<file path="src/hw/chg_pkg.sv">
// package with constants for the charger detect and port power block
package chg_pkg;
   localparam int          CLK_HZ           = 20_000_000;
   localparam int          NUM_PORTS        = 3;
   localparam logic [7:0]  REG_CHG_EN       = 8'h00;
   localparam logic [7:0]  REG_CHG_STATUS   = 8'h01;
   localparam logic [7:0]  REG_CUSTOM_CTRL  = 8'h02;
   localparam logic [7:0]  REG_PORT_STATUS  = 8'h03;
   localparam logic [7:0]  REG_OTP_DATA     = 8'h04;
   localparam logic [7:0]  CHG_EN_RESET     = 8'h00;
   localparam int          CHG_EN_LSB       = 1;
   localparam int          SHORT_OFF_MS     = 1000;
   localparam int          LONG_OFF_MS      = 10000;
   localparam int          SHORT_OFF_CYC    = SHORT_OFF_MS * (CLK_HZ / 1000);
   localparam int          LONG_OFF_CYC     = LONG_OFF_MS * (CLK_HZ / 1000);
   localparam int          SHORT_RETRIES    = 3;
   localparam logic [2:0]  TYPE_NONE        = 3'h0;
   localparam logic [2:0]  TYPE_DCP         = 3'h1;
   localparam logic [2:0]  TYPE_CDP         = 3'h2;
   localparam logic [2:0]  TYPE_SDP         = 3'h3;
   localparam logic [2:0]  TYPE_PROP_LOW    = 3'h4;
   localparam logic [2:0]  TYPE_PROP_HIGH   = 3'h5;
   localparam logic [2:0]  TYPE_PROP_SUPER  = 3'h6;
   // line profile codes from the analog comparators
   localparam logic [2:0]  PROF_OPEN        = 3'h0;
   localparam logic [2:0]  PROF_SHORTED     = 3'h1;
   localparam logic [2:0]  PROF_REFLECT     = 3'h2;
   localparam logic [2:0]  PROF_PULLDOWN    = 3'h3;
   localparam logic [2:0]  PROF_P20_M20     = 3'h4;
   localparam logic [2:0]  PROF_P20_M27     = 3'h5;
   localparam logic [2:0]  PROF_P27_M20     = 3'h6;
   localparam int          DET_SETTLE_CYC   = 16;

   typedef enum logic [1:0] {
      ROLE_SDP = 2'b00,
      ROLE_CDP = 2'b01,
      ROLE_DCP = 2'b10
   } port_role_t;
endpackage : chg_pkg

</file>
<file path="src/hw/charger_detect_port_power.sv">
// charger detection, port role assignment and port power control
`timescale 1ns/1ps
module charger_detect_port_power
   import chg_pkg::*;
#(
   parameter int NPORTS    = NUM_PORTS,
   parameter int SHORT_CYC = SHORT_OFF_CYC,
   parameter int LONG_CYC  = LONG_OFF_CYC
) (
   // clock and reset
   input  wire logic              clk_i,
   input  wire logic              srst_i,
   input  wire logic              ce_i,
   // startup sense and straps
   input  wire logic              slave_serial_data_pin_i,
   input  wire logic              slave_serial_clock_pin_i,
   input  wire logic [NPORTS-1:0] charge_enable_strap_i,
   input  wire logic              detect_enable_i,
   input  wire logic              enhanced_detect_setting_i,
   input  wire logic              osc_detect_enable_i,
   // startup sequencer stages
   input  wire logic              reference_clock_wait_stage_i,
   input  wire logic              charger_detect_stage_i,
   input  wire logic              init_done_i,
   input  wire logic              host_connected_i,
   // analog line profile
   input  wire logic [2:0]        line_profile_i,
   // configuration sources
   input  wire logic              usb_cfg_we_i,
   input  wire logic [7:0]        usb_cfg_data_i,
   input  wire logic              otp_cfg_valid_i,
   input  wire logic [7:0]        otp_cfg_data_i,
   // register access from the serial slave
   input  wire logic              reg_we_i,
   input  wire logic              reg_re_i,
   input  wire logic [7:0]        reg_addr_i,
   input  wire logic [7:0]        reg_wdata_i,
   output logic [7:0]             reg_rdata_o,
   output logic                   slave_enable_o,
   output logic                   otp_prog_we_o,
   output logic [7:0]             otp_prog_data_o,
   // custom detection controls
   output logic [7:0]             custom_ctrl_o,
   // port power and over-current
   input  wire logic              ganged_mode_i,
   input  wire logic [NPORTS-1:0] host_port_power_i,
   input  wire logic [NPORTS-1:0] overcurrent_sense_i,
   output logic [NPORTS-1:0]      port_power_output_o,
   output logic [2*NPORTS-1:0]    port_role_o,
   output logic [NPORTS-1:0]      charge_ack_o,
   // detection result
   output logic [2:0]             charger_type_o,
   output logic                   charger_irq_o
);
   typedef enum logic [1:0] {
      DET_IDLE   = 2'b00,
      DET_SETTLE = 2'b01,
      DET_DONE   = 2'b10
   } det_state_t;

   det_state_t        det_ff;
   logic [4:0]        settle_ff;
   logic [2:0]        type_ff;
   logic              irq_ff;
   logic              started_ff;
   logic              sense_ff;
   logic              slave_en_ff;
   logic [7:0]        chg_en_ff;
   logic [7:0]        custom_ff;
   logic              frozen_ff;
   logic [NPORTS-1:0] dcp_ff;
   logic [NPORTS-1:0] chg_ff;
   logic [NPORTS-1:0] pwr_raw;
   logic [NPORTS-1:0] fault;
   logic [7:0]        rdata_ff;
   logic              start_det;

   function automatic logic [2:0] classify(input logic [2:0] prof, input logic enh);
      case (prof)
         PROF_SHORTED:  classify = TYPE_DCP;
         PROF_REFLECT:  classify = enh ? TYPE_CDP : TYPE_SDP;
         PROF_PULLDOWN: classify = TYPE_SDP;
         PROF_P20_M20:  classify = TYPE_PROP_LOW;
         PROF_P20_M27:  classify = TYPE_PROP_HIGH;
         PROF_P27_M20:  classify = TYPE_PROP_SUPER;
         default:       classify = TYPE_NONE;
      endcase
   endfunction : classify

   // serial slave enable sampled once after reset release
   always_ff @(posedge clk_i) begin
      if (srst_i) begin
         sense_ff    <= 1'b0;
         slave_en_ff <= 1'b0;
      end else if (ce_i && !sense_ff) begin
         sense_ff    <= 1'b1;
         slave_en_ff <= slave_serial_data_pin_i && slave_serial_clock_pin_i;
      end
   end

   assign start_det = !started_ff && detect_enable_i &&
                      (charger_detect_stage_i ||
                       (reference_clock_wait_stage_i && osc_detect_enable_i));

   // detection sequencer
   always_ff @(posedge clk_i) begin
      if (srst_i) begin
         det_ff     <= DET_IDLE;
         settle_ff  <= 5'h0;
         type_ff    <= TYPE_NONE;
         started_ff <= 1'b0;
      end else if (ce_i) begin
         case (det_ff)
            DET_IDLE: begin
               if (start_det) begin
                  started_ff <= 1'b1;
                  settle_ff  <= 5'(DET_SETTLE_CYC - 1);
                  det_ff     <= DET_SETTLE;
               end
            end
            DET_SETTLE: begin
               if (settle_ff == 5'h0) begin
                  type_ff <= classify(line_profile_i, enhanced_detect_setting_i);
                  det_ff  <= DET_DONE;
               end else begin
                  settle_ff <= settle_ff - 5'h1;
               end
            end
            DET_DONE: det_ff <= DET_DONE;
            default:  det_ff <= DET_IDLE;
         endcase
      end
   end

   // interrupt: set on completion, cleared by status read; set wins
   always_ff @(posedge clk_i) begin
      if (srst_i) begin
         irq_ff <= 1'b0;
      end else if (ce_i) begin
         if (det_ff == DET_SETTLE && settle_ff == 5'h0) begin
            irq_ff <= 1'b1;
         end else if (reg_re_i && slave_en_ff && reg_addr_i == REG_CHG_STATUS) begin
            irq_ff <= 1'b0;
         end
      end
   end

   // custom control writable in any stage; charging enable register writable only until roles are frozen
   always_ff @(posedge clk_i) begin
      if (srst_i) begin
         chg_en_ff <= CHG_EN_RESET;
         custom_ff <= 8'h00;
      end else if (ce_i) begin
         if (reg_we_i && slave_en_ff && reg_addr_i == REG_CUSTOM_CTRL) begin
            custom_ff <= reg_wdata_i;
         end
         if (!frozen_ff) begin
            if (reg_we_i && slave_en_ff && reg_addr_i == REG_CHG_EN) begin
               chg_en_ff <= reg_wdata_i;
            end else if (usb_cfg_we_i) begin
               chg_en_ff <= usb_cfg_data_i;
            end else if (otp_cfg_valid_i) begin
               chg_en_ff <= otp_cfg_data_i;
            end else if (!sense_ff) begin
               chg_en_ff <= 8'(charge_enable_strap_i) << CHG_EN_LSB;
            end
         end
      end
   end

   // roles frozen when initialization completes
   always_ff @(posedge clk_i) begin
      if (srst_i) begin
         frozen_ff <= 1'b0;
         chg_ff    <= '0;
         dcp_ff    <= '0;
      end else if (ce_i) begin
         if (!frozen_ff && init_done_i) begin
            frozen_ff <= 1'b1;
            chg_ff    <= chg_en_ff[CHG_EN_LSB +: NPORTS];
            dcp_ff    <= chg_en_ff[CHG_EN_LSB +: NPORTS] & {NPORTS{!host_connected_i}};
         end
      end
   end

   // ganged mode spreads any fault to every port
   assign fault = ganged_mode_i ? {NPORTS{|overcurrent_sense_i}} : overcurrent_sense_i;

   for (genvar p = 0; p < NPORTS; p++) begin : g_port
      port_power_ctrl #(
         .SHORT_CYC (SHORT_CYC),
         .LONG_CYC  (LONG_CYC)
      ) u_pwr (
         .clk_i      (clk_i),
         .srst_i     (srst_i),
         .ce_i       (ce_i),
         .active_i   (frozen_ff && chg_ff[p]),
         .dcp_i      (dcp_ff[p]),
         .host_pwr_i (host_port_power_i[p] && !fault[p]),
         .fault_i    (fault[p]),
         .pwr_o      (pwr_raw[p]),
         .retries_o  ()
      );
      always_ff @(posedge clk_i) begin
         if (srst_i) begin
            port_power_output_o[p] <= 1'b0;
         end else if (ce_i) begin
            port_power_output_o[p] <= chg_ff[p] ? pwr_raw[p]
                                     : (frozen_ff && host_port_power_i[p] && !fault[p]);
         end
      end
      assign port_role_o[2*p +: 2] = !frozen_ff ? ROLE_SDP :
                                     (dcp_ff[p] ? ROLE_DCP :
                                     (chg_ff[p] ? ROLE_CDP : ROLE_SDP));
      assign charge_ack_o[p] = frozen_ff && chg_ff[p];
   end

   // read data register
   always_ff @(posedge clk_i) begin
      if (srst_i) begin
         rdata_ff <= 8'h00;
      end else if (ce_i && reg_re_i && slave_en_ff) begin
         case (reg_addr_i)
            REG_CHG_EN:      rdata_ff <= chg_en_ff;
            REG_CHG_STATUS:  rdata_ff <= {4'h0, irq_ff, type_ff};
            REG_CUSTOM_CTRL: rdata_ff <= custom_ff;
            REG_PORT_STATUS: rdata_ff <= 8'(port_power_output_o) | (8'(frozen_ff) << 7);
            default:         rdata_ff <= 8'h00;
         endcase
      end
   end

   assign otp_prog_we_o   = ce_i && reg_we_i && slave_en_ff && reg_addr_i == REG_OTP_DATA;
   assign otp_prog_data_o = reg_wdata_i;
   assign reg_rdata_o     = rdata_ff;
   assign slave_enable_o  = slave_en_ff;
   assign custom_ctrl_o   = custom_ff;
   assign charger_type_o  = type_ff;
   assign charger_irq_o   = irq_ff;
endmodule : charger_detect_port_power

</file>
<file path="src/hw/port_power_ctrl.sv">
// per-port over-current retry timer for one downstream port
`timescale 1ns/1ps
module port_power_ctrl
   import chg_pkg::*;
#(
   parameter int SHORT_CYC = SHORT_OFF_CYC,
   parameter int LONG_CYC  = LONG_OFF_CYC
) (
   // clock and reset
   input  wire logic       clk_i,
   input  wire logic       srst_i,
   input  wire logic       ce_i,
   // control
   input  wire logic       active_i,
   input  wire logic       dcp_i,
   input  wire logic       host_pwr_i,
   input  wire logic       fault_i,
   // status
   output logic            pwr_o,
   output logic [1:0]      retries_o
);
   logic [31:0] timer_ff;
   logic [1:0]  retry_ff;
   logic        off_ff;

   always_ff @(posedge clk_i) begin
      if (srst_i) begin
         timer_ff <= 32'h0;
         retry_ff <= 2'h0;
         off_ff   <= 1'b0;
      end else if (ce_i) begin
         if (!active_i || !dcp_i) begin
            off_ff   <= 1'b0;
            retry_ff <= 2'h0;
            timer_ff <= 32'h0;
         end else if (off_ff) begin
            if (timer_ff == 32'h0) begin
               off_ff <= 1'b0;
            end else begin
               timer_ff <= timer_ff - 32'h1;
            end
         end else if (fault_i) begin
            off_ff <= 1'b1;
            if (retry_ff < 2'(SHORT_RETRIES)) begin
               timer_ff <= 32'(SHORT_CYC - 1);
               retry_ff <= retry_ff + 2'h1;
            end else begin
               timer_ff <= 32'(LONG_CYC - 1);
            end
         end else begin
            retry_ff <= 2'h0;
         end
      end
   end

   // dcp ports self-manage, others follow the host setting
   assign pwr_o     = active_i && (dcp_i ? !off_ff : host_pwr_i);
   assign retries_o = retry_ff;
endmodule : port_power_ctrl

</file>
<file path="config.mk">
export PLATFORM = sky130hd
export DESIGN_NAME = charger_detect_port_power
export DESIGN_NICKNAME = d
export VERILOG_FILES = /design/src/hw/chg_pkg.sv /design/src/hw/charger_detect_port_power.sv /design/src/hw/port_power_ctrl.sv
export SDC_FILE = /design/constraint.sdc
export NUM_CORES = 1
export LEC_CHECK = 0
export BUFFER_PORTS_ARGS = -buffer_cell sky130_fd_sc_hd__buf_2
export CAP_MARGIN = 25
export CORE_MARGIN = 1.5
export CORE_UTILIZATION = 60
export CTS_BUF_LIST = sky130_fd_sc_hd__clkbuf_8
export CTS_CLUSTER_DIAMETER = 150
export DETAILED_ROUTE_END_ITERATION = 12
export GPL_TIMING_DRIVEN = 0
export MAX_ROUTING_LAYER = met4
export PLACE_DENSITY = 0.92
export SYNTH_ARGS = -nofsm -noshare
export SYNTH_HDL_FRONTEND = slang
export SYNTH_SLANG_ARGS = --single-unit
</file>
<file path="constraint.sdc">
create_clock -name clk_i -period 3.25 [get_ports clk_i]
set_input_delay 0 -clock clk_i [delete_from_list [all_inputs] [get_ports clk_i]]
set_output_delay 0 -clock clk_i [all_outputs]
set_load 0.005 [all_outputs]
</file>
==> impl_metrics.tcl <==
set metrics [dict create \
    yosysTopAreaCell "dfxtp_1" \
    hold_path_class "input port to flop" \
    cap_violations 0 \
    arrival_ns 3.40 \
    crit_type "flop to flop" \
    nets 1314 \
    vias 9682 \
    tightest_slew_ns 1.06 \
    path_clk_slew_ns 0.09 \
    yosysUniqueCellTypes 79 \
    yosys-top-cells-count "dfxtp_1 (153), nor2_1 (110), nand2_1 (105)" \
    numCtsBuffers 17 \
    overflow 0 \
    synth_area_leaders "dfxtp_1 (36%), a21oi_1 (5.0%), nor2_1 (4.8%)" \
    clkSinkCount 153 \
    cp_cell_sequence "inv_1 > ha_1 > or4b_2 > nor4_4 > a31o_2 > clkbuf_1 > o21ai_0 > nor2_1" \
    remaining_drc_errors 0 \
    skew_ns 0.0115 \
    power.density_mw_per_mm2 403 \
    numPortBuffers 99 \
    hold_viol_final 0 \
    die_w_um 123 \
    peakVddDrop_mv 0.295 \
    cts_max_level 4 \
    r2r_slack_ns 0.26 \
    synth_top_area_share 0.356 \
    layout-drive-gt1-share 0.155 \
    power.switching_uw 1220 \
    dieArea_mm2 0.0151 \
    synth_most_common_cell "dfxtp_1" \
    viasPerCell 6.75 \
    outcome "completed" \
    min_period_ns 2.99 \
    slowest_stage "or4b_2" \
    syn_to_final_growth_pct 16.8 \
    cp-end-kind "flop" \
    post-place-ws_ns 0.247 \
    setup_ws_ns 0.264 \
    max_freq_mhz 335 \
    ys_seq_elements 153 \
    clock_path_buffers 2 \
    grtUsageTotal 0.375 \
    reg2reg_to "g_port[2].u_pwr.timer_ff[19]" \
    reg2regPathDepth 8 \
    die_h_um 123 \
    finalCritPeriodShare 0.919 \
    rsz0062_at_grt "false" \
    finish.utilization 0.721 \
    setup-violations-final 0 \
    synthArstFlopShare 0 \
    holdPathStages 5 \
    wl_per_cell_um 18.9 \
    fillers 1014 \
    p_leak_uw 0.00421 \
    gp_routability_congestion 0.937 \
    grt_max_degree 17 \
    final-max-slew-violation-count 0 \
    grt_pass1_vias 8999 \
    initial_core_util 0.617 \
    grt_antenna_before_repair 0 \
    hold_end "port_power_output_o[0]" \
    syn_area_per_cell_um2 7.87 \
    ys_seq_area_frac 0.356 \
    grt_first_pass_wirelength_mm 43.5 \
    r2r_start "g_port[2].u_pwr.timer_ff[0]" \
    rows 43 \
    cts_root_buf "clkbuf_8" \
    seqPwrFrac 0.488 \
    required_ns 3.66 \
    clkPwrFrac 0.354 \
    routed_wl_mm 27.2 \
    setup-tns-final_ns 0 \
    yosys_warnings 0 \
    cts_tree "built" \
    synth_nets 1164 \
    clk_latency_ns 0.48 \
    synth_edf_count 0 \
    min-delay-start "host_port_power_i[0]" \
    ys.flop_type "dfxtp_1" \
    cp_max_fo 10 \
    drtIter0Drc 1228 \
    p_comb_frac 0.158 \
    n_antenna_cell 0 \
    cp_slowest_stage_delay_ns 0.69 \
    io_pins 103 \
    first_pass_iters 10 \
    dp_hpwl_mm 17.7 \
    ant_nets 0 \
    relSlewSlack 0.288 \
    coreArea_mm2 0.0139 \
    netlist_area_mm2 0.00860 \
    p_int_uw 2830 \
    netlist_instances 1093 \
    switching_share 0.302 \
    worst_setup_path_start_kind "flop" \
]
==> power by group through the flow <==
stage	registers, µW	logic, µW	clock network [µW]
6_report	1980	640	1430
5_1_grt	1980	692	1510
4_1_cts	1970	605	1420
3_5_place_dp	2020	570	0
3_3_place_gp	2010	557	0
2_1_floorplan	2000	407	0
==> flip-flops by register name (all words and copies together), names as in the netlist, 3 cells and up <==
name / cells
dcp_ff: 3
charger_type_o: 3
g_port.u_pwr.off_ff: 3
g_port.u_pwr.timer_ff: 96
g_port.u_pwr.retries_o: 6
settle_ff: 5
chg_ff: 3
custom_ctrl_o: 8
port_power_output_o: 3
reg_rdata_o: 8
chg_en_ff: 8
==> critical path, delay by kind of cell, from the launching register on <==
family,cells,cell delay [ns]
fa+ha+maj,1,0.20
buf+inv,2,0.51
simple gates,3,1.36
compound gates,2,0.50
flops,1,0.35
==> per-stage QoR <==
stage	hold WS [ns]	power, µW	cell area (µm²)	cells
floorplan	0.0365	2410	8600	1093
global route	0.0440	4180	10000	1435
finish	0.00736	4050	10000	1435
CTS	0.00484	4000	10000	1434
detailed placement	0.278	2590	9320	1372
global placement	0.270	2570	9320	1372
==> cell usage in the layout, fill, tap and decap left out, drive strengths merged, types with 13 or more instances in the layout <==
cell type,Yosys,routed
mux2i,27,27
o211ai,13,13
nand4,15,15
a31oi,31,31
inv,31,34
buf,23,122
nand2,105,105
or3,30,30
nor4,25,25
a21oi,86,86
nand3,34,34
dfxtp,153,153
o21ai,78,78
o31ai,18,18
nor3,43,43
a21o,14,14
nor2,110,110
or4,20,20
dlygate4sd3,0,31
a211oi,16,16
clkbuf,46,66
==> cells by family after synthesis <==
| group | after synthesis | synth area share |
|---|---|---|
| AOI/OAI and AO/OA | 344 | 0.261 |
| xor gates and xnor gates | 17 | 0.0173 |
| adders and majority gates | 10 | 0.0145 |
| buffers and inverters | 101 | 0.0553 |
| DFF | 153 | 0.356 |
| muxes | 30 | 0.0353 |
| and+or+nand+nor | 438 | 0.260 |
==> worst max-delay path by stage <==
stage	start	endpoint	slack, ns	cells after the start
after floorplan	g_port[1].u_pwr.timer_ff[9]	g_port[1].u_pwr.timer_ff[25]	0.70	8
after global placement	g_port[0].u_pwr.timer_ff[7]	g_port[0].u_pwr.timer_ff[24]	0.28	6
after detailed placement	g_port[1].u_pwr.timer_ff[0]	g_port[1].u_pwr.timer_ff[18]	0.25	9
after CTS	g_port[1].u_pwr.timer_ff[0]	g_port[1].u_pwr.timer_ff[12]	0.19	9
after global routing	g_port[2].u_pwr.timer_ff[0]	g_port[2].u_pwr.timer_ff[23]	0.07	8
final	g_port[2].u_pwr.timer_ff[0]	g_port[2].u_pwr.timer_ff[19]	0.26	8
==> repair_timing <==
action,4_1_cts,5_1_grt
hold buffers,31,0
setup endpoints to repair,0,20
buffers inserted,0,0
resized for setup,0,4
hold endpoints to repair,30,0
==> final cells by class <==
class,count,area [µm²],share of cell area
buffer,69,355,0.0354
clock buffer,19,262,0.0260
clock inverter,12,119,0.0118
inverter,32,120,0.0120
multi-input combinational,839,5090,0.507
sequential,153,3060,0.305
tap,180,225,0.0224
timing repair buffer,131,811,0.0807
==> metal layers <==
layer  up-vias  share of wire  track usage
li1       4384              -            -
met1      4455           0.38        0.452
met2       685           0.46        0.586
met3       158           0.11       0.0827
met4         0          0.051        0.201
met5         -              0            -
(Power assumes the default switching activity.)
